$ cat config.mk
export PLATFORM = sky130hd
export DESIGN_NAME = pipe_ctl
export DESIGN_NICKNAME = d
export VERILOG_FILES = /design/src/pipe_ctl.v
export VERILOG_INCLUDE_DIRS = /design/src
export SDC_FILE = /design/constraint.sdc
export NUM_CORES = 1
export LEC_CHECK = 0
export ABC_AREA = 1
export BUFFER_PORTS_ARGS = -buffer_cell sky130_fd_sc_hd__buf_2
export CORE_UTILIZATION = 30
export DETAILED_ROUTE_END_ITERATION = 12
export SLEW_MARGIN = 20
export SYNTH_ARGS = -nofsm -noshare
export SYNTH_HDL_FRONTEND = slang
export SYNTH_SLANG_ARGS = --single-unit
$ cat constraint.sdc
create_clock -name core_clk -period 3.2 [get_ports core_clk]
set_input_delay 0.16 -clock core_clk [delete_from_list [all_inputs] [get_ports core_clk]]
set_output_delay 0.16 -clock core_clk [all_outputs]
set_load 0.03 [all_outputs]
$ cat src/pipe_ctl_consts.vh
// constants for the five-stage pipeline controller: class codes, option codes,
// latencies, exception codes; included by pipe_ctl.v by its bare name
`ifndef PIPE_CTL_CONSTS_VH
`define PIPE_CTL_CONSTS_VH

// ------------------------------------------------------------
// stage positions in the valid vector
// ------------------------------------------------------------
`define STG_F 0
`define STG_D 1
`define STG_E 2
`define STG_M 3
`define STG_W 4

// ------------------------------------------------------------
// instruction classes, delivered by the decoder for the D stage
// ------------------------------------------------------------
`define CLS_ALU    4'h0
`define CLS_BRANCH 4'h1
`define CLS_JUMP   4'h2
`define CLS_SYS    4'h3
`define CLS_TRAP   4'h4
`define CLS_UNIMP  4'h5
`define CLS_ICACHE 4'h6
`define CLS_SHIFT  4'h7
`define CLS_MUL    4'h8
`define CLS_DIV    4'h9
`define CLS_LDST   4'hA
`define CLS_CUSTOM 4'hB
`define CLS_RDCTL  4'hC

// ------------------------------------------------------------
// multiplier options
// ------------------------------------------------------------
`define MUL_NONE  2'h0
`define MUL_LE    2'h1
`define MUL_EMB32 2'h2
`define MUL_EMB16 2'h3

// ------------------------------------------------------------
// cycle counts
// ------------------------------------------------------------
`define CYC_ONE        7'h01
`define CYC_BR_TAKEN   7'h02
`define CYC_FLUSH      7'h04
`define CYC_SHIFT_EMB  7'h03
`define CYC_SHIFT_LE   7'h04
`define CYC_MUL_LE     7'h0B
`define CYC_MUL_EMB32  7'h03
`define CYC_MUL_EMB16  7'h05
`define CYC_DIV_MIN    7'h04
`define CYC_DIV_MAX    7'h42

// ------------------------------------------------------------
// exception codes, one-hot
// ------------------------------------------------------------
`define EXC_NONE  3'h0
`define EXC_IRQ   3'h1
`define EXC_TRAP  3'h2
`define EXC_UNIMP 3'h4

// ------------------------------------------------------------
// addresses
// ------------------------------------------------------------
`define RESET_ADDR 32'h00000000
`define EXC_ADDR   32'h00000020

`endif

$ cat src/pipe_ctl.v
// five-stage pipeline controller: stage valid bits, stall, flush, static
// branch prediction, fetch address and per-instruction cycle accounting.
// assumes a decoder, an execute datapath and both bus masters on core_clk.
`timescale 1ns/1ps
`default_nettype none
`include "pipe_ctl_consts.vh"

module pipe_ctl #(
    parameter [1:0]  MUL_OPT    = `MUL_EMB32,
    parameter [31:0] RESET_ADDR = `RESET_ADDR,
    parameter [31:0] EXC_ADDR   = `EXC_ADDR
) (
    // clock and reset
    input  wire        core_clk,
    input  wire        rst_n,
    // instruction master
    input  wire        imem_valid,
    output reg         imem_req_q,
    output reg  [31:0] imem_addr_q,
    // decode stage information
    input  wire [3:0]  d_class,
    input  wire        d_offset_neg,
    input  wire [31:0] d_target,
    // execute stage operand information
    input  wire [4:0]  e_shift_amt,
    input  wire [6:0]  e_div_cycles,
    // memory stage resolution
    input  wire        m_taken,
    input  wire [31:0] m_next_pc,
    input  wire        dm_done,
    input  wire        ci_stall,
    input  wire        irq_req,
    // status
    output reg  [4:0]  stage_valid_q,
    output reg         stall_q,
    output reg         flush_q,
    output reg  [31:0] redirect_addr_q,
    output reg         retire_q,
    output reg  [6:0]  retire_cycles_q,
    output reg  [2:0]  exc_q
);

// ------------------------------------------------------------
// helpers
// ------------------------------------------------------------

// nominal cost of an instruction once its class is known
function [6:0] base_cost;
    input [3:0] cls;
    input       pred;
    begin
        case (cls)
            `CLS_BRANCH: base_cost = pred ? `CYC_BR_TAKEN : `CYC_ONE;
            `CLS_JUMP:   base_cost = `CYC_FLUSH;
            `CLS_SYS,
            `CLS_TRAP,
            `CLS_UNIMP:  base_cost = `CYC_FLUSH;
            `CLS_ICACHE: base_cost = `CYC_FLUSH;
            default:     base_cost = `CYC_ONE;
        endcase
    end
endfunction

// does this class end in a pipeline flush
function flushes;
    input [3:0] cls;
    begin
        flushes = (cls == `CLS_JUMP) || (cls == `CLS_SYS) || (cls == `CLS_TRAP) ||
                  (cls == `CLS_UNIMP) || (cls == `CLS_ICACHE);
    end
endfunction

// does this class occupy the memory stage for more than its first cycle
function is_multi;
    input [3:0] cls;
    begin
        is_multi = (cls == `CLS_SHIFT) || (cls == `CLS_MUL) || (cls == `CLS_DIV);
    end
endfunction

// ------------------------------------------------------------
// stage state
// ------------------------------------------------------------
reg  [4:0]  v_q;
reg  [4:0]  v_d;
reg  [3:0]  e_cls_q;
reg  [3:0]  m_cls_q;
reg         e_pred_q;
reg         m_pred_q;
reg  [6:0]  m_cost_q;
reg  [6:0]  mc_q;
reg  [31:0] pc_q;

wire        stall;
wire        m_go;
wire        mispredict;
wire        irq_take;
wire        flush;
wire        pred_take;
wire [31:0] redirect;
wire [2:0]  exc_code;
wire [31:0] pc_next;
reg  [6:0]  e_lat;

// ------------------------------------------------------------
// stage map and limitations
// ------------------------------------------------------------
// e_cls_q and e_pred_q describe the instruction now in execute; they are
// captured from the decoder's view of decode as that instruction moves on.
// m_cls_q, m_pred_q and m_cost_q describe the instruction now in memory.
// mc_q counts the extra memory-stage cycles of a shift, multiply or divide;
// it only runs down while the stall holds, so a bus wait cannot eat it.
// bus and custom waits never load mc_q, they stall on their own inputs.
// the decoder must mark multiply as unimplemented when no multiplier exists,
// since the multiply latency table has no entry for that option.
// a divide duration outside its legal span is clamped, not refused.
// interrupts are taken only as a memory-stage instruction completes, so a
// long stall also delays the interrupt; this keeps retirement in order.
// a fetch word offered during a stall is dropped and fetched again, and one
// offered during a redirect is dropped; this costs a bubble but needs no buffer in front of decode.
// the class registers load even into empty stages; only the valid bits
// decide whether anything acts on them, which keeps the muxes small.

// ------------------------------------------------------------
// multi-cycle latency of the instruction leaving execute
// ------------------------------------------------------------

// shift and multiply latency depends on the multiplier option chosen at build time
always @* begin
    e_lat = base_cost(e_cls_q, e_pred_q);
    case (e_cls_q)
        `CLS_SHIFT: begin
            case (MUL_OPT)
                `MUL_NONE:  e_lat = (e_shift_amt == 5'h00) ? `CYC_ONE
                                  : {2'h0, e_shift_amt};
                `MUL_LE:    e_lat = `CYC_SHIFT_LE;
                default:    e_lat = `CYC_SHIFT_EMB;
            endcase
        end
        `CLS_MUL: begin
            case (MUL_OPT)
                `MUL_LE:    e_lat = `CYC_MUL_LE;
                `MUL_EMB16: e_lat = `CYC_MUL_EMB16;
                default:    e_lat = `CYC_MUL_EMB32;
            endcase
        end
        `CLS_DIV: begin
            if (e_div_cycles < `CYC_DIV_MIN) begin
                e_lat = `CYC_DIV_MIN;
            end else if (e_div_cycles > `CYC_DIV_MAX) begin
                e_lat = `CYC_DIV_MAX;
            end else begin
                e_lat = e_div_cycles;
            end
        end
        default: begin
            e_lat = base_cost(e_cls_q, e_pred_q);
        end
    endcase
end

// ------------------------------------------------------------
// stall and flush decisions
// ------------------------------------------------------------

// only memory-stage conditions feed the stall; fetch waits become bubbles instead
assign stall = v_q[`STG_M] & (
                 ((m_cls_q == `CLS_LDST) & ~dm_done) |
                 (mc_q != 7'h00) |
                 ((m_cls_q == `CLS_CUSTOM) & ci_stall));

assign m_go       = v_q[`STG_M] & ~stall;
assign mispredict = m_go & (m_cls_q == `CLS_BRANCH) & (m_taken != m_pred_q);
assign irq_take   = m_go & irq_req;
assign flush      = m_go & (flushes(m_cls_q) | mispredict | irq_take);

// branch predicted taken in decode redirects fetch and drops the F slot and the word arriving with it
assign pred_take  = v_q[`STG_D] & ~stall & ~flush &
                    (d_class == `CLS_BRANCH) & d_offset_neg;

// traps, unimplemented and interrupts go to the handler address
assign exc_code = ~m_go                      ? `EXC_NONE  :
                  irq_take                   ? `EXC_IRQ   :
                  (m_cls_q == `CLS_TRAP)     ? `EXC_TRAP  :
                  (m_cls_q == `CLS_UNIMP)    ? `EXC_UNIMP : `EXC_NONE;
assign redirect = (exc_code != `EXC_NONE) ? EXC_ADDR : m_next_pc;

// next fetch address for the copy on the output port; the pc register repeats the same choice
assign pc_next  = flush                  ? redirect                :
                  pred_take              ? d_target                :
                  (imem_valid & ~stall)  ? pc_q + 32'h00000004     : pc_q;

// ------------------------------------------------------------
// next valid vector
// ------------------------------------------------------------

// under a stall F..M hold as they are and W takes a bubble; no gap is closed
always @* begin
    v_d = v_q;
    if (stall) begin
        v_d[`STG_W] = 1'b0;
    end else begin
        v_d[`STG_W] = v_q[`STG_M];
        v_d[`STG_M] = v_q[`STG_E];
        v_d[`STG_E] = v_q[`STG_D];
        v_d[`STG_D] = v_q[`STG_F] & ~pred_take;
        v_d[`STG_F] = imem_valid & ~pred_take;
        if (flush) begin
            v_d[`STG_M] = 1'b0;
            v_d[`STG_E] = 1'b0;
            v_d[`STG_D] = 1'b0;
            v_d[`STG_F] = 1'b0;
        end
    end
end

// ------------------------------------------------------------
// stage registers
// ------------------------------------------------------------

// class and prediction ride along with each instruction
always @(posedge core_clk or negedge rst_n) begin
    if (!rst_n) begin
        v_q      <= 5'h00;
        e_cls_q  <= `CLS_ALU;
        m_cls_q  <= `CLS_ALU;
        e_pred_q <= 1'b0;
        m_pred_q <= 1'b0;
        m_cost_q <= `CYC_ONE;
        mc_q     <= 7'h00;
    end else begin
        v_q <= v_d;
        if (stall) begin
            // a bus or custom wait leaves the counter at zero; never wrap it
            if (mc_q != 7'h00) begin
                mc_q <= mc_q - 7'h01;
            end
        end else begin
            e_cls_q  <= d_class;
            e_pred_q <= (d_class == `CLS_BRANCH) & d_offset_neg;
            m_cls_q  <= e_cls_q;
            m_pred_q <= e_pred_q;
            m_cost_q <= e_lat;
            // the first memory-stage cycle counts, so the wait is one less
            if (v_q[`STG_E] & ~flush & (e_lat != 7'h00) & is_multi(e_cls_q)) begin
                mc_q <= e_lat - 7'h01;
            end else begin
                mc_q <= 7'h00;
            end
        end
    end
end

// ------------------------------------------------------------
// fetch address
// ------------------------------------------------------------

// a word arriving during a stall is dropped and fetched again afterwards
always @(posedge core_clk or negedge rst_n) begin
    if (!rst_n) begin
        pc_q       <= RESET_ADDR;
        imem_req_q <= 1'b0;
    end else begin
        imem_req_q <= 1'b1;
        if (flush) begin
            pc_q <= redirect;
        end else if (pred_take) begin
            pc_q <= d_target;
        end else if (imem_valid & ~stall) begin
            pc_q <= pc_q + 32'h00000004;
        end
    end
end

// ------------------------------------------------------------
// registered status outputs
// ------------------------------------------------------------

// outputs trail the internal decisions by one cycle so each leaves a flop
always @(posedge core_clk or negedge rst_n) begin
    if (!rst_n) begin
        imem_addr_q     <= RESET_ADDR;
        stage_valid_q   <= 5'h00;
        stall_q         <= 1'b0;
        flush_q         <= 1'b0;
        redirect_addr_q <= RESET_ADDR;
        retire_q        <= 1'b0;
        retire_cycles_q <= 7'h00;
        exc_q           <= `EXC_NONE;
    end else begin
        imem_addr_q     <= pc_next;
        stage_valid_q   <= v_d;
        stall_q         <= stall;
        flush_q         <= flush;
        redirect_addr_q <= redirect;
        retire_q        <= m_go;
        retire_cycles_q <= mispredict ? `CYC_FLUSH : m_cost_q;
        exc_q           <= exc_code;
    end
end

endmodule

`default_nettype wire

Word-level counts from Yosys, hierarchy flattened --
Index checks and enable logic that the tools add are counted.
Word-level totals: input port bits 88, register bits after elaboration 107, output and inout port bits 83, logic and storage cells 99
Cells by class: reduce and logical (&&, ||, !) cells 12, multiplexer cells 19, add/sub/neg operators 3, bitwise logic cells 27, order comparisons 2, equal/unequal tests 20
Operator list (count):
- two-way mux 32 bit | 4
- two-way mux 7 bit | 6
- adder 32 x 3 -> 32 bit (second input constant) | 1
- equality test 4 x 3 -> 1 bit (second input constant) | 7
- AND 1 bit | 19
- equality test 4 x 2 -> 1 bit (second input constant) | 4
- equality test 4 bit (second input constant) | 4
- one-hot mux 7 bit (2 select lines) | 1
- nonzero test 7 bit | 2
- subtractor 7 x 1 -> 7 bit (second input constant) | 2
- equality test 4 x 1 -> 1 bit (second input constant) | 3
- two-way mux 3 bit | 4
- > comparator 7 bit (second input constant) | 1
- less-than comparator 7 x 3 -> 1 bit (second input constant) | 1
- logical OR 1 bit | 6
- one-hot mux 3 bit (2 select lines) | 1
- nonzero test 3 bit | 2
- OR reduction 5 bit | 1
- two-way mux 4 bit | 1
- inverter 1 bit | 4
- bitwise OR 1 bit | 4
- two-way mux 2 bit | 1
- inequality test 2 x 1 -> 1 bit (second input constant) | 1
- OR reduction 2 bit | 1
- 2 further kinds | 2

Longest topological paths before layout --
Gate-level depths: netlist (run 1).
depth in word-level cells 19, depth in mapped cells 16, depth with buffers taken out 16

Worst setup path after synthesis (run 1) --
OpenSTA, ideal clock, no wires.
kind reg-to-reg, from register e_cls_q[2] (netlist: base_cost.cls[2]), to register mc_q[5], stages on the path, launching flop included 16, buffers on the path 0, data arrival time 1.839 ns, data required time 3.076 ns, setup time 0.124 ns, setup slack 1.237 ns, cell sequence dfrtp_1 > inv_1 > nand2_1 > nor2_1 > nor2_1 > nand2_1 > nand2_1 > inv_1 > ha_1 > nand2_1 > nor2_1 > nand2_1 > nand3_1 > inv_1 > nand2_1 > a21oi_1
Between the ends: cells in the longest elaborated chain, start to end 9
Ends and longest elaborated chain:
- start: declaration | line pipe_ctl.v:86 | reg [3:0] e_cls_q;
- start signal: assignment | line pipe_ctl.v:225 | e_cls_q <= `CLS_ALU;
- start signal: assignment | line pipe_ctl.v:239 | e_cls_q <= d_class;
- branches (longest 7 deep; another with subtractor 7 x 1 -> 7 bit)
- two-way mux 7 bit (*) | line pipe_ctl.v:245 | if (v_q[`STG_E] & ~flush & (e_lat != 7'h00) & is_multi(e_cls_q)) begin
- two-way mux 7 bit (*) | line pipe_ctl.v:233 | if (stall) begin
- end signal: assignment | line pipe_ctl.v:236 | mc_q <= mc_q - 7'h01;
- end signal: assignment | line pipe_ctl.v:246 | mc_q <= e_lat - 7'h01;
- end: declaration | line pipe_ctl.v:91 | reg [6:0] mc_q;
Mark *: on every way between the ends. A chain may end at the register's enable or synchronous reset.

Final worst setup path (run 1) --
from register mc_q[0], to register imem_addr_q[23]
Between the ends: cells in the longest elaborated chain, start to end 17
Ends and longest elaborated chain:
- nonzero test 7 bit (*) | line pipe_ctl.v:169 | (mc_q != 7'h00) |
- bitwise OR 1 bit (*) (2 in series) | line pipe_ctl.v:168 | ((m_cls_q == `CLS_LDST) & ~dm_done) |
- AND 1 bit (*) | line pipe_ctl.v:167 | assign stall = v_q[`STG_M] & (
- inverter 1 bit (*) | line pipe_ctl.v:172, pipe_ctl.v:178, pipe_ctl.v:191
- AND 1 bit | line pipe_ctl.v:172 | assign m_go = v_q[`STG_M] & ~stall;
- AND 1 bit (2 in series) | line pipe_ctl.v:173 | assign mispredict = m_go & (m_cls_q == `CLS_BRANCH) & (m_taken != m_pred_q);
- bitwise OR 1 bit (2 in series) | line pipe_ctl.v:175 | assign flush = m_go & (flushes(m_cls_q) | mispredict | irq_take);
- AND 1 bit | line pipe_ctl.v:175
- inverter 1 bit | line pipe_ctl.v:178 | assign pred_take = v_q[`STG_D] & ~stall & ~flush &
- AND 1 bit (3 in series) | line pipe_ctl.v:178
- two-way mux 32 bit (2 in series)
- end signal: assignment | line pipe_ctl.v:291 | imem_addr_q <= pc_next;
- end: declaration | line pipe_ctl.v:19 | output reg [31:0] imem_addr_q,
Every way passes the cells marked *; elsewhere a longest branch is shown, timed or not.

==> results of run 1 <==
[worst max-delay path, cell delays in order, from the launching register on]
cell and delay [ns]:
dfrtp_1 0.34, inv_1 0.08, ha_1 0.20, nand2_1 0.10, nor2_4 0.07, nand3_4 0.14
nor2_4 0.05, inv_2 0.29, nand3_2 0.43, buf_4 0.34, nand2_1 0.08, nand3_1 0.09
nand3_1 0.09, nand2_1 0.05
[registers in the layout, summed over array words and instances (netlist names), 3 cells and up]
name	cells
redirect_addr_q	32
m_cls_q	4
exc_q	3
mc_q	7
imem_addr_q	32
stage_valid_q	5
base_cost.cls	4
retire_cycles_q	7
m_cost_q	7
[kinds of logic (layout without fill, tap and decap cells)]
group / count (synthesis) / after routing / synth area share, %
XOR/XNOR: 27 / 27 / 3.947
AO/OA/AOI/OAI: 65 / 65 / 5.763
adder cells (fa/ha/maj): 4 / 4 / 0.8353
flip-flops: 106 / 106 / 44.29
AND/OR/NAND/NOR: 487 / 487 / 35.31
buffers and inverters: 136 / 298 / 9.793
other: 1 / 1 / 0.06258
[how the worst min path moves through the flow]
| stage | from | to | slack [ns] | cells after the start |
|---|---|---|---|---|
| after CTS | d_target[1] | imem_addr_q[1] | 0.002 | 3 |
| after global placement | rst_n | redirect_addr_q[12] | 0.28 | 1 |
| after floorplan | rst_n | base_cost.cls[0] | -0.14 | 0 |
| final | d_target[1] | imem_addr_q[1] | 0.008 | 3 |
| after global routing | d_target[1] | imem_addr_q[1] | 0.02 | 3 |
| after detailed placement | rst_n | imem_addr_q[9] | 0.29 | 1 |
[power breakdown]
| group | internal [mW] | switching (mW) |
|---|---|---|
| Clock | 0.694 | 0.508 |
| Combinational | 0.967 | 2.23 |
| Sequential | 1.75 | 0.386 |
| Total | 3.41 | 3.12 |
[cell type report]
type	instances	area [sq um]
inverter	103	391.6
timing repair buffer	179	953.4
sequential	106	2654
clock buffer	15	287.8
fill	2116	12120
clock inverter	1	30.03
tap	265	331.6
multi-input combinational	584	2760
[placed cells by master, fill, tap and decap left out, drive strengths merged]
cell type,instances
inv,103
a31oi,1
nand2,250
and3,1
dfstp,1
nand3,77
nor2,106
or2,1
nand4,27
ha,4
o22ai,1
nor3,19
nor4,1
nand3b,4
a21oi,7
dfrtp,105
clkbuf,15
xnor2,6
o21ai,56
buf,176
dlygate4sd3,3
nor3b,1
xor2,21
bufinv,1
conb,1
[layer usage]
layer	routed length (um)	vias to the layer above	global-route usage [%]	part of all wire, %
li1	-	2911	-	-
met1	8730	2700	25.34	48
met2	8017	155	28.55	45
met3	956	26	4.065	5.3
met4	276	4	4.927	1.5
met5	27	-	0	0.15
[what timing repair did]
action                                  in CTS  in global routing
gates resized for setup                      0                  0
setup buffers                                0                  0
endpoints found under the hold margin       56                  0
endpoints found under the setup margin       0                  0
hold buffers                                 3                  0
==> results.md, run 1 <==
* Status: finished clean
* Port Buf Inserts at 165
* Worst-skew pair later-pin latency at 0.36 ns
* Max Cap Viol at 0
* Drt total wl at 18,010 um
* Post-Layout Inst Area at 7408 sq um
* CP Max Fanout at 19
* Core area at 19,530 sq um
* Reg2reg start: mc_q[0]
* Post-synthesis net count at 918
* Top FF cell, synth: dfrtp_1
* Number of global-route vias before repair at 5,565
* Slew HR at 48.50%
* Dpl cells at 1,234
* Share of layout cells above drive strength 1 at 20.95%
* CP endpoint kind: flop
* Mean post-synth cell area at 7.254 sq um
* WL/cell at 14.37 um
* Fin cells at 1,253
* Initial antenna violation count at 2
* Via density at 4.626
* Pre-CTS setup slack at 0.7032 ns
* Clock H-tree levels at 3
* Routed Antenna Nets at 0
* First-pass GRT wire length at 28,810 um
* WS Path Type: reg2reg
* Post-synth top cells: 246 x nand2_1, 105 x dfrtp_1, 103 x nor2_1
* Main area contributors after synthesis: dfrtp_1 44%, nand2_1 15%, nor2_1 6.5%
* Critical Path Start: mc_q[0]
* # DRC at 0
* Skew final at 0.009832 ns
* Worst min path class: in2reg
* Mapped Area at 5992 sq um
* Post-synth EDFFs at 0
* P&R area growth vs syn at 23.64%
* Yosys warning total at 0
* Worst Tran Pin Value at 0.7726 ns
* DR vias at 5,796
* Clk buf depth at 2
* DP HPWL at 13,450 um
* Top cell type's share of synthesized area at 43.85%
* P per Cell Area at 882.5 nW/um^2
* Final core occ at 37.94%
* Period Utilization, post-route at 77.53%
* Die Y-Extent at 143.3 um
* CTS clk-pin slew, worst paths at 0.07 ns
* Achievable frequency at 403.1 MHz
* CTS tree: built
* Post-synthesis async set-or-reset flop share at 100.0%
* Largest net degree at the start of global routing at 57
* WP data required at 3.45 ns
* Minimum clock period at 2.481 ns
* Setup Viol. Count Final at 0
* Seq/Total Area, Yosys at 44.29%
* Final setup margin at 0.7191 ns
* Post-DP Area at 7061 sq um
* Iter 0 DRT Violations at 414
* Top-count cell post-synth: nand2_1
* Fin Setup TNS at 0 ns
* Post-Synthesis Cells at 826
* R2R cell count at 13
* Site row count at 51
* Tot GR Track Use at 18.27%
* ANT cells at 0
* Yosys top cell by area: dfrtp_1
* FF-to-FF setup slack at 0.72 ns
* Critical Path Sink: imem_addr_q[23]
* Overall power at 6.538 mW
* Die area at 20,540 sq um
* Post-synthesis register bit count at 106
* GR Overflow Total at 0
* Num CTS Buffers at 9
* Routability Congestion at 0.8902
* CP arrival at 2.73 ns
* I/O pin total at 171
* Critical path startpoint category: flop
* Endpoints failing hold at 0
* Peak supply drop at 0.3080 mV
* Worst r2r dst: imem_addr_q[23]
* CTS sink cnt at 106
* Distinct cells, synth at 36
* Clock root cell: clkbuf_16
* Starting density of the core at 30.69%
* DIE WIDTH at 143.3 um
* Hold Worst Slack at 0.008390 ns
* Slew Viols, Final at 0
* Drt pass-1 iters at 6
* Leakage at 4.024 nW
* RSZ-0062 raised after global routing: false
* Fin nets at 1,075
(Power assumes the default switching activity.)
==> inputs of run 2 (changes only) <==
==> constraint.sdc (replaced) <==
create_clock -name core_clk -period 2.45 [get_ports core_clk]
set_input_delay 0.1225 -clock core_clk [delete_from_list [all_inputs] [get_ports core_clk]]
set_output_delay 0.1225 -clock core_clk [all_outputs]
set_load 0.03 [all_outputs]
==> run 2 against run 1 <==
  * Clock skew rose by 0.0017 ns
  * Via count rose by 1.8%
  * Worst hold slack improved by 0.0047 ns
  * Non-clock buffer count rose by 40
  * Global-route usage rose by 0.11 points
  * Die area did not move
  * Combinational power rose by 36%
  * Critical path depth rose by 3
  * Critical endpoint is now mc_q[5]
  * Power rose by 32%
  * Sequential power rose by 30%
  * Routed wire length rose by 2.6%
  * Clock-buffer cell count fell by 4
==> results.md, run 2 (synthesis results as in run 1) <==
* Clock H-tree levels at 3 (unchanged)
* P&R area growth vs syn at 30.38% (was 23.64%)
* Site row count at 51 (unchanged)
* Final setup margin at 0.2959 ns (was 0.7191 ns)
* Clock root cell: clkbuf_16 (unchanged)
* Fin nets at 1,115 (was 1,075)
* Status: finished clean (unchanged)
* Reg2reg start: base_cost.cls[0] (was mc_q[0])
* CTS sink cnt at 106 (unchanged)
* Largest net degree at the start of global routing at 57 (unchanged)
* Minimum clock period at 2.154 ns (was 2.481 ns)
* Worst min path class: in2reg (unchanged)
* Overall power at 8.628 mW (was 6.538 mW)
* P per Cell Area at 1104 nW/um^2 (was 882.5 nW/um^2)
* DIE WIDTH at 143.3 um (unchanged)
* # Post-CTS Setup Buffers at 0 (unchanged)
* CP endpoint kind: flop (unchanged)
* Cell depth of the worst setup path at 16 (was 13)
* Routed Antenna Nets at 0 (unchanged)
* Fin Setup TNS at 0 ns (unchanged)
* Drt pass-1 iters at 4 (was 6)
* Clk buf depth at 2 (unchanged)
* Iter 0 DRT Violations at 347 (was 414)
* Endpoints failing hold at 0 (unchanged)
* Critical Path Start: base_cost.cls[0] (was mc_q[0])
* WL/cell at 14.29 um (was 14.37 um)
* Core area at 19,530 sq um (unchanged)
* Worst-path cell chain: inv_1 > nor2_1 > nand2_1 > nor2_1 > nor2_1 > nand2_1 > nand2_1 > inv_1 > ha_1 > nand2_1 > nor2_1 > nand2_1 > nand3_1 > inv_1 > nand2_1 > a21oi_1 (was inv_1 > ha_1 > nand2_1 > nor2_4 > nand3_4 > nor2_4 > inv_2 > nand3_2 > buf_4 > nand2_1 > nand3_1 > nand3_1 > nand2_1)
* RSZ-0062 raised after global routing: false (unchanged)
* Via density at 4.561 (was 4.626)
* GR Overflow Total at 0 (unchanged)
* Slowest CP cell: dfrtp_1 (was nand3_2)
* Crit path largest cell delay at 0.39 ns (was 0.43 ns)
* Busiest grt layer: met2 (unchanged)
* CTS clk-pin slew, worst paths at 0.08 ns (was 0.07 ns)
* Slew HR at 63.20% (was 48.50%)
* FF-to-FF setup slack at 0.30 ns (was 0.72 ns)
* Critical path startpoint category: flop (unchanged)
* Starting density of the core at 30.69% (unchanged)
* CTS tree: built (unchanged)
* Achievable frequency at 464.2 MHz (was 403.1 MHz)
* Max Cap Viol at 0 (unchanged)
* I/O pin total at 171 (unchanged)
* WP data required at 2.69 ns (was 3.45 ns)
* WS Path Type: reg2reg (unchanged)
* Drt total wl at 18,470 um (was 18,010 um)
* CP bufs+invs at 3 (unchanged)
* Commonest non-fill, non-tap cell in the layout: nand2_1 (unchanged)
* Met2 Usage GRT at 29.11% (was 28.55%)
* ANT cells at 0 (unchanged)
* Period Utilization, post-route at 87.92% (was 77.53%)
* CP Max Fanout at 7 (was 19)
* Delay-heaviest family, CP: simple AND/OR/NAND/NOR gates (unchanged)
* Worst Tran Pin Value at 0.5520 ns (was 0.7726 ns)
* R2R cell count at 16 (was 13)
* Worst-skew pair later-pin latency at 0.36 ns (about the same)
* Routability Congestion at 0.9171 (was 0.8902)
* Peak supply drop at 0.4032 mV (was 0.3080 mV)
* # DRC at 0 (unchanged)
* Met3 Use GR at 3.232% (was 4.065%)
* Tot GR Track Use at 18.39% (was 18.27%)
* Number of global-route vias before repair at 5,516 (was 5,565)
* Pre-CTS setup slack at 0.2948 ns (was 0.7032 ns)
* Die Y-Extent at 143.3 um (unchanged)
* Skew final at 0.01152 ns (was 0.009832 ns)
* Commonest cells after routing, fill and taps aside: 246 x nand2_1, 164 x buf_2, 105 x dfrtp_1 (unchanged)
* Die area at 20,540 sq um (unchanged)
* Met1 Use GR at 25.39% (was 25.34%)
* DR vias at 5,898 (was 5,796)
* Top cell by count, worst path: nand2_1 (unchanged)
* Port Buf Inserts at 165 (unchanged)
* Setup Viol. Count Final at 0 (unchanged)
* CP arrival at 2.39 ns (was 2.73 ns)
* DP HPWL at 13,420 um (was 13,450 um)
* First-pass GRT wire length at 28,870 um (was 28,810 um)
* Critical Path Sink: mc_q[5] (was imem_addr_q[23])
* Num CTS Buffers at 9 (unchanged)
* Worst r2r dst: mc_q[5] (was imem_addr_q[23])
* Leakage at 4.202 nW (was 4.024 nW)
* Slew Viols, Final at 0 (unchanged)
* Share of layout cells above drive strength 1 at 20.91% (was 20.95%)
* Initial antenna violation count at 1 (was 2)
* Biggest regs: imem_addr_q: 32 flops, redirect_addr_q: 32 flops (unchanged)
-- run 2: cell count changes in the layout (fill, tap and decap cells not counted) --
cell / before / now
buf_12: 1 / 5
buf_4: 11 / 14
clkbuf_8: 4 / 0
clkinv_2: 0 / 3
dlygate4sd3_1: 3 / 36
inv_6: 0 / 1
nor2_1: 103 / 102
nor2_2: 1 / 2
-- run 2: worst min-delay path by stage --
stage	start	to	slack (ns)	cells past startpoint
final	m_next_pc[24]	redirect_addr_q[24]	0.01	3
after global routing	m_next_pc[24]	redirect_addr_q[24]	0.02	3
after CTS	m_next_pc[24]	redirect_addr_q[24]	0.01	3
after detailed placement	rst_n	redirect_addr_q[20]	0.15	1
after global placement	rst_n	redirect_addr_q[20]	0.15	1
after floorplan	rst_n	base_cost.cls[0]	-0.17	0
-- run 2: repair_timing --
item	4_1_cts	5_1_grt
gates resized for setup	0	1
endpoints found under the setup margin	0	3
hold buffers	36	0
endpoints found under the hold margin	74	0
-- run 2: power by group --
group	leakage, nW	internal (mW)	switching, mW	total, mW
registers	1.34	2.29	0.502	2.79
logic	2.72	1.40	2.96	4.36
clock network	0.144	0.793	0.682	1.48
total	4.20	4.49	4.14	8.63
-- run 2: cell type report --
cell class	instances	area, sq um
clock buffers	11	232.7
flip-flops and latches	106	2654
repair buffers	219	1386
well taps	265	331.6
fillers	2081	11710
multi-input cells	584	2763
clock inverters	5	53.80
inverters	103	391.6
-- run 2: per-stage QoR --
step	std cells	area [sq um]	hold WS, ns	util (%)
final	1293	7812	0.01310	40.01
after global routing	1293	7812	0.02278	40.01
after CTS	1293	7810	0.01059	40.00
after detailed placement	1241	7163	0.1543	36.68
after global placement	1241	7163	0.1482	36.68
after floorplan	826	5992	-0.1731	-
-- run 2: layer usage --
metal | wire length (um) | vias to the layer above | part of all wire [%]
li1 | - | 2993 | -
met1 | 8958 | 2731 | 48
met2 | 8304 | 154 | 45
met3 | 888 | 18 | 4.8
met4 | 309 | 2 | 1.7
met5 | 13 | - | 0.070
-- run 2: tightest hold or removal path, stage by stage --
cell	delay, ns
buf_2	0.09
inv_1	0.07
nor2_1	0.05
